## src/inc/rcd_cfg.svh

```systemverilog
// constants for the recorder condition command decoder
`ifndef RCD_CFG_SVH
`define RCD_CFG_SVH
`define RCD_CLK_MHZ    20
`define RCD_T_SHORT_US 16
`define RCD_T_LONG_US  270
`define RCD_T_DATA_US  50
`define RCD_BUSY_W     13
`define RCD_OP_NOP     4'h0
`define RCD_OP_START   4'h1
`define RCD_OP_STOP    4'h2
`define RCD_OP_REC     4'h3
`define RCD_OP_PLAY    4'h4
`define RCD_OP_RATE    4'h5
`define RCD_OP_VDS     4'h6
`define RCD_OP_PHRASE  4'h7
`define RCD_OP_BLOCK_COUNT_WRITE_COMMAND   4'hA
`define RCD_OP_BLOCK_COUNT_READ_COMMAND   4'hB
`define RCD_OP_ADR3    3'h4
`define RCD_F_MODE     1:0
`define RCD_F_RATE     3:2
`define RCD_F_BITLEN   0
`define RCD_F_THR      2:1
`define RCD_MODE_FLEX  2'h0
`define RCD_MODE_DROM  2'h3
`define RCD_DIV_R0     11'h400
`define RCD_DIV_R1     11'h300
`define RCD_DIV_R2     11'h280
`define RCD_DIV_R3     11'h200
`define RCD_BITS3      3'h3
`define RCD_BITS4      3'h4
`define RCD_PH_LAST    8'h3F
`define RCD_ADR_LAST   4'h9
`define RCD_ADR_DUM0   4'h5
`define RCD_ADR_DUM1   4'h9
`define RCD_PINS_IDLE  9'h1C0
`define RCD_A_CONFIG   8'h00
`define RCD_A_PHRASE   8'h04
`define RCD_A_BLOCKS   8'h08
`define RCD_A_STATUS   8'h0C
`define RCD_A_ENT_LO   8'h10
`define RCD_A_ENT_HI   8'h14
`define RCD_A_UNUSED   8'h18
`define RCD_A_CAP      8'h1C
`define RCD_A_BLKSZ    8'h20
`define RCD_CAP_RESET  16'h2000
`define RCD_ST_BAD     3
`define RCD_RESP_OK    2'h0
`define RCD_RESP_ERR   2'h2
`endif

```

## src/inc/rcd_pkg.sv

```systemverilog
// types for the recorder condition command decoder
package rcd_pkg;
  typedef struct packed {
    logic [1:0] thresh;
    logic       bitlen;
    logic [1:0] rate;
    logic [1:0] mode;
  } rcd_cond_t;
  typedef struct packed {
    logic       wr_n;
    logic       rd_n;
    logic       ce_n;
    logic       ce;
    logic       voice;
    logic [3:0] data;
  } rcd_pins_t;
  typedef enum logic [2:0] {
    CS_IDLE  = 3'h0,
    CS_PARAM = 3'h1,
    CS_BRD   = 3'h3,
    CS_AWR   = 3'h2,
    CS_ARD   = 3'h6
  } rcd_cmd_st_t;
  typedef enum logic [1:0] {
    OP_IDLE = 2'h0,
    OP_WAIT = 2'h1,
    OP_RUN  = 2'h3
  } rcd_op_st_t;
endpackage

```

## src/hw/rcd_cmd_decoder.sv

```systemverilog
// nibble command decoder for record and playback conditions
//
// The AXI4-Lite register port and the register offsets were chosen for this implementation.
`timescale 1ns/1ns
`include "rcd_cfg.svh"
module rcd_cmd_decoder
  import rcd_pkg::*;
#(
  parameter logic [`RCD_BUSY_W-1:0] BUSY_LONG_CYC =
    `RCD_BUSY_W'(`RCD_T_LONG_US * `RCD_CLK_MHZ)
) (
  input  wire logic        sys_clk,     // master clock
  input  wire logic        resetn,      // sync reset, low
  input  wire logic [7:0]  awaddr,      // axi write addr
  input  wire logic        awvalid,     // axi
  output logic             awready,     // axi
  input  wire logic [31:0] wdata,       // axi
  input  wire logic [3:0]  wstrb,       // axi
  input  wire logic        wvalid,      // axi
  output logic             wready,      // axi
  output logic [1:0]       bresp,       // axi
  output logic             bvalid,      // axi
  input  wire logic        bready,      // axi
  input  wire logic [7:0]  araddr,      // axi read addr
  input  wire logic        arvalid,     // axi
  output logic             arready,     // axi
  output logic [31:0]      rdata,       // axi
  output logic [1:0]       rresp,       // axi
  output logic             rvalid,      // axi
  input  wire logic        rready,      // axi
  input  wire logic [3:0]  nib_in,      // data pins in
  output logic [3:0]       nib_out,     // data pins out
  output logic             nib_oe,      // data pins drive
  input  wire logic        wr_n,        // write strobe, low
  input  wire logic        rd_n,        // read strobe, low
  input  wire logic        ce_n,        // chip enable, low
  input  wire logic        ce,          // chip enable, high
  input  wire logic        voice_in,    // level over threshold
  output logic             busy,        // busy pin
  output logic [1:0]       thresh_code, // threshold select
  output logic [2:0]       sample_bits, // bits per sample
  output logic             sample_tick, // sampling strobe
  output logic             store_en,    // store samples
  output logic             erase_pulse, // erase phrase
  output logic             copy_pulse,  // copy index entry
  output logic             voice_wait,  // waiting for voice
  output logic             op_active    // operation running
);
  rcd_pins_t   sy1_reg, sy2_reg, sy3_reg, pins;
  rcd_cmd_st_t cst_reg;
  rcd_op_st_t  op_reg, op_next;
  rcd_cond_t   cond_reg;
  logic [3:0]  opc_reg, idx_reg, nib, stat_nib;
  logic [7:0]  param_reg, phrase_reg, blocks_reg, unused_reg;
  logic [7:0]  pval, blk_val, aw_q, ar_q;
  logic [15:0] cap_reg;
  logic [39:0] entry_reg;
  logic [10:0] div_reg;
  logic [2:0]  bits_reg;
  logic [1:0]  need_reg;
  logic [31:0] w_q, rd_word;
  logic [3:0]  ws_q;
  logic [`RCD_BUSY_W-1:0] bcnt_reg, bload;
  logic        busy_reg, bad_reg, rec_reg, tick_reg, store_reg;
  logic        erase_reg, copy_reg, vw_reg, act_reg, oe_reg;
  logic        awr_reg, wr_reg, bv_reg, arr_reg, rv_reg, rd_err;
  logic [1:0]  br_reg, rr_reg;
  logic [3:0]  dout_reg;
  logic [31:0] rdat_reg;
  logic        en, wr_fall, rd_fall, free, wr_ok, rd_ok;
  logic        cmd_take, start_cmd, stop_cmd, param_done;
  logic        long_cmd, awr_nib, ard_nib, brd_nib, do_wr;
  logic        erase_n, copy_n, bset, wr_err, dummy;

  function automatic logic [10:0] rate_div(input logic [1:0] r);
    case (r)
      2'h0:    rate_div = `RCD_DIV_R0;
      2'h1:    rate_div = `RCD_DIV_R1;
      2'h2:    rate_div = `RCD_DIV_R2;
      default: rate_div = `RCD_DIV_R3;
    endcase
  endfunction

  function automatic logic phrase_ok(input logic [1:0] m,
                                     input logic [7:0] p);
    case (m)
      2'h1:    phrase_ok = (p != 8'h00);
      default: phrase_ok = (p <= `RCD_PH_LAST);
    endcase
  endfunction

  assign pins = '{wr_n, rd_n, ce_n, ce, voice_in, nib_in};

  // pin synchroniser, third stage only for edges
  always_ff @(posedge sys_clk) begin
    if (!resetn) begin
      sy1_reg <= `RCD_PINS_IDLE;
      sy2_reg <= `RCD_PINS_IDLE;
      sy3_reg <= `RCD_PINS_IDLE;
    end else begin
      sy1_reg <= pins;
      sy2_reg <= sy1_reg;
      sy3_reg <= sy2_reg;
    end
  end

  assign nib     = sy2_reg.data;
  assign en      = !sy2_reg.ce_n && sy2_reg.ce;
  assign wr_fall = en && sy3_reg.wr_n && !sy2_reg.wr_n;
  assign rd_fall = en && sy3_reg.rd_n && !sy2_reg.rd_n;
  assign free    = (bcnt_reg == '0);
  assign wr_ok   = wr_fall && free;
  assign rd_ok   = rd_fall && free;
  assign cmd_take  = wr_ok && (cst_reg == CS_IDLE);
  assign start_cmd = cmd_take && (nib == `RCD_OP_START);
  assign stop_cmd  = cmd_take && (nib == `RCD_OP_STOP);
  assign long_cmd  = cmd_take && ((nib == `RCD_OP_BLOCK_COUNT_READ_COMMAND) ||
                     (nib[3:1] == `RCD_OP_ADR3));
  assign param_done = wr_ok && (cst_reg == CS_PARAM) &&
                      (need_reg == 2'h1);
  assign awr_nib = wr_ok && (cst_reg == CS_AWR);
  assign ard_nib = rd_ok && (cst_reg == CS_ARD);
  assign brd_nib = rd_ok && (cst_reg == CS_BRD);
  assign pval = ((opc_reg == `RCD_OP_RATE) ||
                 (opc_reg == `RCD_OP_VDS)) ? {4'h0, nib} :
                {nib, param_reg[7:4]};
  assign blk_val = (phrase_reg == 8'h00) ? unused_reg : blocks_reg;
  assign stat_nib = {bad_reg, vw_reg, act_reg, busy_reg};
  assign dummy = (cond_reg.mode == `RCD_MODE_DROM) &&
                 ((idx_reg == `RCD_ADR_DUM0) ||
                  (idx_reg == `RCD_ADR_DUM1));

  // busy reload on every accepted write nibble and on every data read nibble, not on status reads
  always_comb begin
    bset  = wr_ok || ard_nib || brd_nib;
    bload = `RCD_BUSY_W'(`RCD_T_SHORT_US * `RCD_CLK_MHZ);
    if (long_cmd)
      bload = BUSY_LONG_CYC;
    else if (awr_nib || ard_nib || brd_nib)
      bload = `RCD_BUSY_W'(`RCD_T_DATA_US * `RCD_CLK_MHZ);
  end

  always_ff @(posedge sys_clk) begin
    if (!resetn) begin
      bcnt_reg <= '0;
      busy_reg <= 1'b0;
    end else if (bset) begin
      bcnt_reg <= bload;
      busy_reg <= 1'b1;
    end else begin
      bcnt_reg <= free ? bcnt_reg : bcnt_reg - 1'b1;
      busy_reg <= (bcnt_reg > `RCD_BUSY_W'(1));
    end
  end

  // command sequencer
  always_ff @(posedge sys_clk) begin
    if (!resetn) begin
      cst_reg   <= CS_IDLE;
      opc_reg   <= `RCD_OP_NOP;
      need_reg  <= 2'h0;
      param_reg <= 8'h00;
      idx_reg   <= 4'h0;
    end else begin
      case (cst_reg)
        CS_IDLE: if (wr_ok) begin
          opc_reg <= nib;
          idx_reg <= 4'h0;
          if (nib == `RCD_OP_RATE || nib == `RCD_OP_VDS) begin
            cst_reg  <= CS_PARAM;
            need_reg <= 2'h1;
          end else if (nib == `RCD_OP_PHRASE ||
                       nib == `RCD_OP_BLOCK_COUNT_WRITE_COMMAND) begin
            cst_reg  <= CS_PARAM;
            need_reg <= 2'h2;
          end else if (nib == `RCD_OP_BLOCK_COUNT_READ_COMMAND) begin
            cst_reg <= CS_BRD;
          end else if (nib[3:1] == `RCD_OP_ADR3) begin
            cst_reg <= nib[0] ? CS_ARD : CS_AWR;
          end
        end
        CS_PARAM: if (wr_ok) begin
          param_reg <= {nib, param_reg[7:4]};
          need_reg  <= need_reg - 2'h1;
          if (need_reg == 2'h1)
            cst_reg <= CS_IDLE;
        end
        CS_AWR: if (wr_ok) begin
          idx_reg <= idx_reg + 4'h1;
          if (idx_reg == `RCD_ADR_LAST)
            cst_reg <= CS_IDLE;
        end
        CS_ARD: if (rd_ok) begin
          idx_reg <= idx_reg + 4'h1;
          if (idx_reg == `RCD_ADR_LAST)
            cst_reg <= CS_IDLE;
        end
        CS_BRD: if (rd_ok) begin
          idx_reg <= idx_reg + 4'h1;
          if (idx_reg[0])
            cst_reg <= CS_IDLE;
        end
        default: cst_reg <= CS_IDLE;
      endcase
    end
  end

  // conditions set by parameter commands, record/play mode by the REC and PLAY commands
  always_ff @(posedge sys_clk) begin
    if (!resetn) begin
      cond_reg   <= '0;
      phrase_reg <= 8'h00;
      blocks_reg <= 8'h00;
      rec_reg    <= 1'b0;
      bits_reg   <= `RCD_BITS3;
    end else begin
      if (cmd_take && nib == `RCD_OP_REC)
        rec_reg <= 1'b1;
      if (cmd_take && nib == `RCD_OP_PLAY)
        rec_reg <= 1'b0;
      if (param_done) begin
        case (opc_reg)
          `RCD_OP_RATE: begin
            cond_reg.mode <= pval[`RCD_F_MODE];
            cond_reg.rate <= pval[`RCD_F_RATE];
          end
          `RCD_OP_VDS: begin
            cond_reg.bitlen <= pval[`RCD_F_BITLEN];
            bits_reg <= pval[`RCD_F_BITLEN] ? `RCD_BITS4 : `RCD_BITS3;
            cond_reg.thresh <= pval[`RCD_F_THR];
          end
          `RCD_OP_PHRASE: phrase_reg <= pval;
          `RCD_OP_BLOCK_COUNT_WRITE_COMMAND:
            if (!cond_reg.mode[1] && pval != 8'h00)
              blocks_reg <= pval;
          default: ;
        endcase
      end
    end
  end

  // illegal phrase flag, set wins over clear
  always_ff @(posedge sys_clk) begin
    if (!resetn)
      bad_reg <= 1'b0;
    else if (param_done && opc_reg == `RCD_OP_PHRASE &&
             !phrase_ok(cond_reg.mode, pval))
      bad_reg <= 1'b1;
    else if (do_wr && aw_q == `RCD_A_STATUS && ws_q[0] &&
             w_q[`RCD_ST_BAD])
      bad_reg <= 1'b0;
  end

  // index entry written nibble by nibble, low first
  always_ff @(posedge sys_clk) begin
    if (!resetn)
      entry_reg <= '0;
    else if (awr_nib)
      entry_reg[{idx_reg, 2'b00} +: 4] <= dummy ? 4'h0 : nib;
  end

  // operation state and status flags
  always_comb begin
    op_next = op_reg;
    erase_n = 1'b0;
    copy_n  = 1'b0;
    case (op_reg)
      OP_IDLE: if (start_cmd && !(cond_reg.mode == `RCD_MODE_FLEX &&
                   phrase_reg == 8'h00)) begin
        if (rec_reg)
          op_next = (cond_reg.thresh != 2'h0) ? OP_WAIT : OP_RUN;
        else begin
          op_next = OP_RUN;
          copy_n  = (cond_reg.mode == `RCD_MODE_DROM);
        end
      end
      OP_WAIT: if (stop_cmd) begin
        op_next = OP_IDLE;
        erase_n = (cond_reg.mode == `RCD_MODE_FLEX);
      end else if (sy2_reg.voice) begin
        op_next = OP_RUN;
      end
      OP_RUN: if (stop_cmd)
        op_next = OP_IDLE;
      default: op_next = OP_IDLE;
    endcase
  end

  always_ff @(posedge sys_clk) begin
    if (!resetn) begin
      op_reg    <= OP_IDLE;
      vw_reg    <= 1'b0;
      act_reg   <= 1'b0;
      store_reg <= 1'b0;
      erase_reg <= 1'b0;
      copy_reg  <= 1'b0;
    end else begin
      op_reg    <= op_next;
      vw_reg    <= (op_next == OP_WAIT);
      act_reg   <= (op_next != OP_IDLE);
      store_reg <= (op_next == OP_RUN) && rec_reg;
      erase_reg <= erase_n;
      copy_reg  <= copy_n;
    end
  end

  // sampling divider
  always_ff @(posedge sys_clk) begin
    if (!resetn) begin
      div_reg  <= '0;
      tick_reg <= 1'b0;
    end else if (div_reg >= rate_div(cond_reg.rate) - 11'h1) begin
      div_reg  <= '0;
      tick_reg <= 1'b1;
    end else begin
      div_reg  <= div_reg + 11'h1;
      tick_reg <= 1'b0;
    end
  end

  // read nibbles: status, or data while a read command runs
  always_ff @(posedge sys_clk) begin
    if (!resetn) begin
      dout_reg <= 4'h0;
      oe_reg   <= 1'b0;
    end else begin
      oe_reg <= en && !sy2_reg.rd_n;
      if (rd_fall) begin
        if (cst_reg == CS_BRD)
          dout_reg <= !free ? 4'h0 :
                      (idx_reg[0] ? blk_val[7:4] : blk_val[3:0]);
        else if (cst_reg == CS_ARD)
          dout_reg <= free ? entry_reg[{idx_reg, 2'b00} +: 4] : 4'h0;
        else
          dout_reg <= stat_nib;
      end
    end
  end

  // axi4-lite slave
  assign do_wr  = !awr_reg && !wr_reg && !bv_reg;
  assign wr_err = !(aw_q == `RCD_A_UNUSED || aw_q == `RCD_A_CAP ||
                    aw_q == `RCD_A_STATUS);

  always_ff @(posedge sys_clk) begin
    if (!resetn) begin
      awr_reg <= 1'b1;
      wr_reg  <= 1'b1;
      bv_reg  <= 1'b0;
      br_reg  <= `RCD_RESP_OK;
      aw_q    <= 8'h00;
      w_q     <= '0;
      ws_q    <= 4'h0;
    end else begin
      if (awvalid && awr_reg) begin
        awr_reg <= 1'b0;
        aw_q    <= awaddr;
      end
      if (wvalid && wr_reg) begin
        wr_reg <= 1'b0;
        w_q    <= wdata;
        ws_q   <= wstrb;
      end
      if (do_wr) begin
        bv_reg <= 1'b1;
        br_reg <= wr_err ? `RCD_RESP_ERR : `RCD_RESP_OK;
      end
      if (bv_reg && bready) begin
        bv_reg  <= 1'b0;
        awr_reg <= 1'b1;
        wr_reg  <= 1'b1;
      end
    end
  end

  always_ff @(posedge sys_clk) begin
    if (!resetn) begin
      unused_reg <= 8'h00;
      cap_reg    <= `RCD_CAP_RESET;
    end else if (do_wr) begin
      if (aw_q == `RCD_A_UNUSED && ws_q[0])
        unused_reg <= w_q[7:0];
      if (aw_q == `RCD_A_CAP) begin
        if (ws_q[0])
          cap_reg[7:0] <= w_q[7:0];
        if (ws_q[1])
          cap_reg[15:8] <= w_q[15:8];
      end
    end
  end

  always_comb begin
    rd_word = '0;
    rd_err  = 1'b0;
    case (ar_q)
      `RCD_A_CONFIG: rd_word = {25'h0, cond_reg};
      `RCD_A_PHRASE: rd_word = {24'h0, phrase_reg};
      `RCD_A_BLOCKS: rd_word = {24'h0, blocks_reg};
      `RCD_A_STATUS: rd_word = {28'h0, stat_nib};
      `RCD_A_ENT_LO: rd_word = entry_reg[31:0];
      `RCD_A_ENT_HI: rd_word = {24'h0, entry_reg[39:32]};
      `RCD_A_UNUSED: rd_word = {24'h0, unused_reg};
      `RCD_A_CAP:    rd_word = {16'h0, cap_reg};
      `RCD_A_BLKSZ:  rd_word = {24'h0, cap_reg[15:8]};
      default:       rd_err  = 1'b1;
    endcase
  end

  always_ff @(posedge sys_clk) begin
    if (!resetn) begin
      arr_reg  <= 1'b1;
      rv_reg   <= 1'b0;
      ar_q     <= 8'h00;
      rdat_reg <= '0;
      rr_reg   <= `RCD_RESP_OK;
    end else begin
      if (arvalid && arr_reg) begin
        arr_reg <= 1'b0;
        ar_q    <= araddr;
      end
      if (!arr_reg && !rv_reg) begin
        rv_reg   <= 1'b1;
        rdat_reg <= rd_word;
        rr_reg   <= rd_err ? `RCD_RESP_ERR : `RCD_RESP_OK;
      end
      if (rv_reg && rready) begin
        rv_reg  <= 1'b0;
        arr_reg <= 1'b1;
      end
    end
  end

  assign awready = awr_reg;
  assign wready  = wr_reg;
  assign bvalid  = bv_reg;
  assign bresp   = br_reg;
  assign arready = arr_reg;
  assign rvalid  = rv_reg;
  assign rdata   = rdat_reg;
  assign rresp   = rr_reg;
  assign nib_out = dout_reg;
  assign nib_oe  = oe_reg;
  assign busy    = busy_reg;
  assign thresh_code = cond_reg.thresh;
  assign sample_bits = bits_reg;
  assign sample_tick = tick_reg;
  assign store_en    = store_reg;
  assign erase_pulse = erase_reg;
  assign copy_pulse  = copy_reg;
  assign voice_wait  = vw_reg;
  assign op_active   = act_reg;
endmodule

```

## config.mk

```make
export PLATFORM = sky130hd
export DESIGN_NAME = rcd_cmd_decoder
export DESIGN_NICKNAME = d
export VERILOG_FILES = /design/src/inc/rcd_pkg.sv /design/src/hw/rcd_cmd_decoder.sv
export VERILOG_INCLUDE_DIRS = /design/src /design/src/inc
export SDC_FILE = /design/constraint.sdc
export NUM_CORES = 1
export LEC_CHECK = 0
export ABC_CLOCK_PERIOD_IN_PS = 4200
export BUFFER_PORTS_ARGS = -buffer_cell sky130_fd_sc_hd__buf_4
export CAP_MARGIN = 30
export CORE_UTILIZATION = 35
export DETAILED_ROUTE_END_ITERATION = 10
export HOLD_SLACK_MARGIN = 0.12
export PLACE_DENSITY_LB_ADDON = 0.08
export SLEW_MARGIN = 5
export SYNTH_ARGS = -nofsm -noshare
export SYNTH_HDL_FRONTEND = slang
export SYNTH_SLANG_ARGS = --single-unit
```

## constraint.sdc

```tcl
create_clock -name sys_clk -period 4.2 [get_ports sys_clk]
set_clock_uncertainty 0.1 [all_clocks]
set_input_delay 1.05 -clock sys_clk [delete_from_list [all_inputs] [get_ports sys_clk]]
set_output_delay 1.05 -clock sys_clk [all_outputs]
set_load 0.02 [all_outputs]
```

# [Yosys cells after proc, flatten, opt, wreduce, memory -nomap -nowiden]
# Cells that the tools add are included.
[word_totals] out_inout_bits=58 register_bits=246 elab_cells=270 input_bits=68
[op_classes] n_bitwise=3 add_sub_neg=6 reduce_logical=93 n_lt_le_gt_ge=3 muxes=55 shift=3 eq_ne=51
[op_table] op="32-bit case mux with 9 select lines" count=1
[op_table] op="8-bit by 5-bit == test with 1-bit output (second input constant)" count=6
[op_table] op="3-bit 2-to-1 mux" count=14
[op_table] op="40-bit bitwise mux" count=1
[op_table] op="4-bit by 8-bit variable shift with 40-bit output (first input constant)" count=1
[op_table] op="4-bit by 8-bit indexed part select with 40-bit output" count=1
[op_table] op="40-bit by 7-bit indexed part select with 4-bit output" count=1
[op_table] op="13-bit 2-to-1 mux" count=3
[op_table] op="1-bit logical AND" count=38
[op_table] op="4-bit 2-to-1 mux" count=9
[op_table] op="11-bit case mux with 3 select lines" count=1
[op_table] op="4-bit by 3-bit == test with 1-bit output (second input constant)" count=8
[op_table] op="8-bit by 4-bit == test with 1-bit output (second input constant)" count=3
[op_table] op="2-bit 2-to-1 mux" count=12
[op_table] op="4-bit == test (second input constant)" count=4
[op_table] op="8-bit logical NOT" count=2
[op_table] op="8-bit 2-to-1 mux" count=2
[op_table] op="3-bit case mux with 5 select lines" count=1
[op_table] op="13-bit by 1-bit greater-than comparator with 1-bit output (second input constant)" count=1
[op_table] op="13-bit logical NOT" count=1
[op_table] op="13-bit by 1-bit subtractor with 13-bit output (second input constant)" count=1
[op_table] op="2-bit != test (second input constant)" count=6
[op_table] op="4-bit case mux with 3 select lines" count=1
[op_table] op="2-bit AND reduction" count=6
[op_table] op="38 further kinds" count=90

# [Depth between registers and ports, before layout]
[depth] word_depth=12 depth_mapped=9

# [Least setup slack after synthesis]
# OpenSTA, ideal clock, no wires.
[synth_path] path_kind="reg-to-reg" from="reg idx_reg[1]" to="reg entry_reg[10]" t_arrival_ns=2.654 path_stages_with_launch=10 required_ns=3.979 setup_slack_ns=1.325 cell_sequence="dfxtp_1 -> clkbuf_1 -> buf_1 -> inv_1 -> ha_1 -> or2_2 -> o21a_1 -> or4b_1 -> buf_2 -> mux2i_1"
[synth_between] elab_chain_len=6 word_cells_on_any_way=9
[synth_rtl] item="start: declaration" line="rcd_cmd_decoder.sv:53" rtl="logic [3:0] opc_reg, idx_reg, nib, stat_nib;"
[synth_rtl] item="start signal: assignment" line="rcd_cmd_decoder.sv:189" rtl="idx_reg <= idx_reg + 4'h1;"
[synth_rtl] item="start signal: assignment" line="rcd_cmd_decoder.sv:194" rtl="idx_reg <= idx_reg + 4'h1;"
[synth_rtl] item="start signal: assignment" line="rcd_cmd_decoder.sv:199" rtl="idx_reg <= idx_reg + 4'h1;"
[synth_rtl] item="branches (longest 5 deep; another with 6-bit negation with 8-bit output)"
[synth_rtl] item="40-bit bitwise mux *" line="rcd_cmd_decoder.sv:259" rtl="entry_reg[{idx_reg, 2'b00} +: 4] <= dummy ? 4'h0 : nib;"
[synth_rtl] item="end signal: indexed assignment" line="rcd_cmd_decoder.sv:259"
[synth_rtl] item="end: declaration" line="rcd_cmd_decoder.sv:57" rtl="logic [39:0] entry_reg;"
# Every way passes the cells marked *.
# A chain may end at the register's enable or synchronous reset.

# [Worst setup path in the final report]
[layout_path] from="reg idx_reg[1]" to="reg entry_reg[8]"
# Same word-level chain as after synthesis.

==> out/metrics.cfg <==
[critical_path]
crit_path_top_delay_cell = dfxtp_1
r2r_cells = 6
cp_cell_sequence = inv_1 -> ha_1 -> or2_2 -> o21a_1 -> or4b_1 -> mux2i_1
crit_family = simple AND/OR/NAND/NOR gates
cp_data_arrival_time_ns = 3.45
crit_required_ns = 4.51
setup.worst_path.start = idx_reg[1]
timing.rr.start = idx_reg[1]
crit_buf_inv = 1
endpoint = entry_reg[8]
rrSetupSlack_ns = 1.06
cp.depth = 6
end_kind = flip-flop
crit_path_start_kind = flip-flop
path_class = reg2reg
reg2reg_to = entry_reg[8]
crit_path_max_fanout = 21
max_stage_delay_ns = 0.97

[grt]
grt_use_met3 = 0.0229
grt_pass1_vias = 8397
antenna_found_initial = 0
grt.busiest_layer = met2
grt_overflow = 0
grt_util_met1 = 0.283
grt_use_total = 0.193
grt_pass1_wl_microns = 47800
grt_max_degree = 45
use_met2 = 0.298

[clocking]
cts_buffers = 28
clk_latency_ns = 0.55
clk_path_buf_depth = 3
ctsHoldBuffers = 0
cts_post_setup_buffers_inserted = 0
clk_pin_slew_ns = 0.06
htreeDepth = 1
cts_tree = yes
cts_resized = 0
clock-root-buffer = clkbuf_16
clock-sinks = 238

[sta]
fin_tns_setup_ns = 0
fin_crit_ns = 3.14
fmax_mhz = 319
finalHoldViolCount = 0
worst_pin_slew_ns = 0.982
min_period_over_period = 0.747
maxSlewHeadroom = 0.344
slew_viol_final = 0
rsz0062_at_grt = false
setup_violations = 0

[floorplan]
start_util = 0.359
core-area_sq_um = 30000
die-width_microns = 177
die-area_sq_um = 31400
fp.dieH_microns = 177
pin_count = 126
rows = 63

[synth]
async_reset_ff_frac = 0
dominantRegCellSynth = dfxtp_1
ys_seq_area_frac = 0.443
synth.cell_area_sq_um = 10800
ys_warn_count = 0
syn_inst = 1194
syn_area_per_cell_sq_um = 9.01
ys_types = 73
ys_ff_latch = 238
synth_edf_count = 0

[worst_hold_path]
worstHoldPathType = reg2reg
hold_path.startpoint = sy1_reg[7]

[placed_design]
place_area_sq_um = 11800
portBuffers = 105
place_congestion = 0.802
hpwlAfterDp_microns = 22000

[layout]
drive_gt1_frac = 0.160
fill_cells = 3003
multi_input_area_sq_um = 5620
layout.area.seq_sq_um = 4760
area_growth_pct = 19.8
final_area_sq_um = 12900
layout_common_cells = 238 x dfxtp_1, 162 x nand2_1, 116 x buf_4
layout_commonest_cell = dfxtp_1
insertedDiodeCount = 0
nets = 1354
largest_reg_flops = 40

[route]
viasPerCell = 5.29
vias = 8876
drtIter0Drc = 589
route.detailed.drc = 0
dr.pass1.iters = 5
postRouteAntennaNets = 0
wire_per_inst_microns = 18.2
drt_wl_total_microns = 30500

[pwr]
ir_drop_uv = 285
power_leakage_nw = 4.97
powerDensity_nw_per_um2 = 449

[run]
cap_violations = 0

[outcome]
status = completed

[cells in the mapped netlist (3+ instances only)]
| cell | number | area share |
|---|---|---|
| dfxtp_1 | 238 | 0.44 |
| nand2_1 | 162 | 0.057 |
| nor2_1 | 108 | 0.038 |
| mux2i_1 | 94 | 0.087 |
| a21oi_1 | 85 | 0.040 |
| nand3_1 | 56 | 0.026 |
| clkbuf_1 | 50 | 0.017 |
| o21ai_0 | 40 | 0.019 |
| a22oi_1 | 22 | 0.015 |
| and2_1 | 20 | 0.012 |
| ha_1 | 18 | 0.021 |
| inv_1 | 18 | 0.0063 |
| nor3_1 | 17 | 0.0079 |
| nand2b_1 | 16 | 0.0093 |
| and3_1 | 15 | 0.0087 |
| mux2_2 | 14 | 0.015 |
| xor2_1 | 13 | 0.011 |
| buf_1 | 11 | 0.0038 |
| mux4_2 | 11 | 0.023 |
| nor2b_1 | 11 | 0.0064 |
| nand4_1 | 10 | 0.0058 |
| nor4_1 | 9 | 0.0052 |
| o22ai_1 | 9 | 0.0052 |
| xnor2_1 | 9 | 0.0073 |
| a222oi_1 | 8 | 0.0074 |
| or3_1 | 8 | 0.0047 |
| buf_2 | 7 | 0.0033 |
| buf_4 | 7 | 0.0049 |
| a211oi_1 | 6 | 0.0042 |
| a221o_1 | 6 | 0.0056 |
| a22o_1 | 6 | 0.0049 |
| nand3b_1 | 6 | 0.0042 |
| a31oi_1 | 5 | 0.0029 |
| o211ai_1 | 5 | 0.0035 |
| o31ai_1 | 5 | 0.0035 |
| or4_1 | 5 | 0.0035 |
| a221oi_1 | 4 | 0.0033 |
| nor3b_1 | 4 | 0.0028 |
| o21a_1 | 4 | 0.0028 |
| a21o_1 | 3 | 0.0021 |
| a2bb2oi_1 | 3 | 0.0024 |
| and4_1 | 3 | 0.0024 |
| nor4_4 | 3 | 0.0059 |
| or2_2 | 3 | 0.0017 |
[cell type report]
cell class                 instances  share of cell area
clock inverter                    11              0.0164
clock buffer                      40              0.0642
tap                              390              0.0379
sequential                       238               0.370
inverter                          19             0.00573
multi-input combinational        863               0.436
timing repair buffer             118              0.0701
[power breakdown]
part / total [mW] / switching (mW) / internal [mW]
clock: 2.70 / 0.971 / 1.73
combinational: 0.618 / 0.350 / 0.268
sequential: 2.46 / 0.116 / 2.34
total: 5.78 / 1.44 / 4.34
[metal layers]
layer / wire length [microns] / up-vias
met5: 0 / -
met4: 671 / 0
met3: 1180 / 41
met2: 13300 / 176
met1: 15400 / 4229
li1: - / 4430
[worst min path at each step]
stage	endpoint	depth (start not counted)
after floorplan	sy2_reg[6]	1
after detailed placement	sy2_reg[7]	1
after global routing	sy2_reg[8]	1
after CTS	sy2_reg[7]	1
after global placement	sy2_reg[7]	1
final	sy2_reg[7]	1
[logic make-up (layout without fill, tap and decap cells)]
| logic type | count (synthesis) | count (layout) | synth area share |
|---|---|---|---|
| buffers and inverters | 94 | 188 | 0.0361 |
| xor gates and xnor gates | 22 | 22 | 0.0179 |
| adders and majority gates | 18 | 18 | 0.0209 |
| DFF | 238 | 238 | 0.443 |
| muxes | 119 | 119 | 0.125 |
| other | 1 | 2 | 0.000349 |
| and+or+nand+nor | 475 | 475 | 0.220 |
| AOI/OAI and AO/OA | 227 | 227 | 0.136 |
[metrics by stage]
stage	std cells	hold WS, ns	total power [mW]	utilization	setup WS, ns
after floorplan	1195	0.286	2.94	-	1.32
after global placement	1626	0.299	3.12	0.394	1.10
after detailed placement	1628	0.296	3.13	0.395	1.09
after CTS	1679	0.313	5.85	0.430	1.07
after global routing	1679	0.333	6.02	0.430	0.905
final	1679	0.308	5.78	0.430	1.06
No activity file was read; power rests on OpenSTA's default activity.
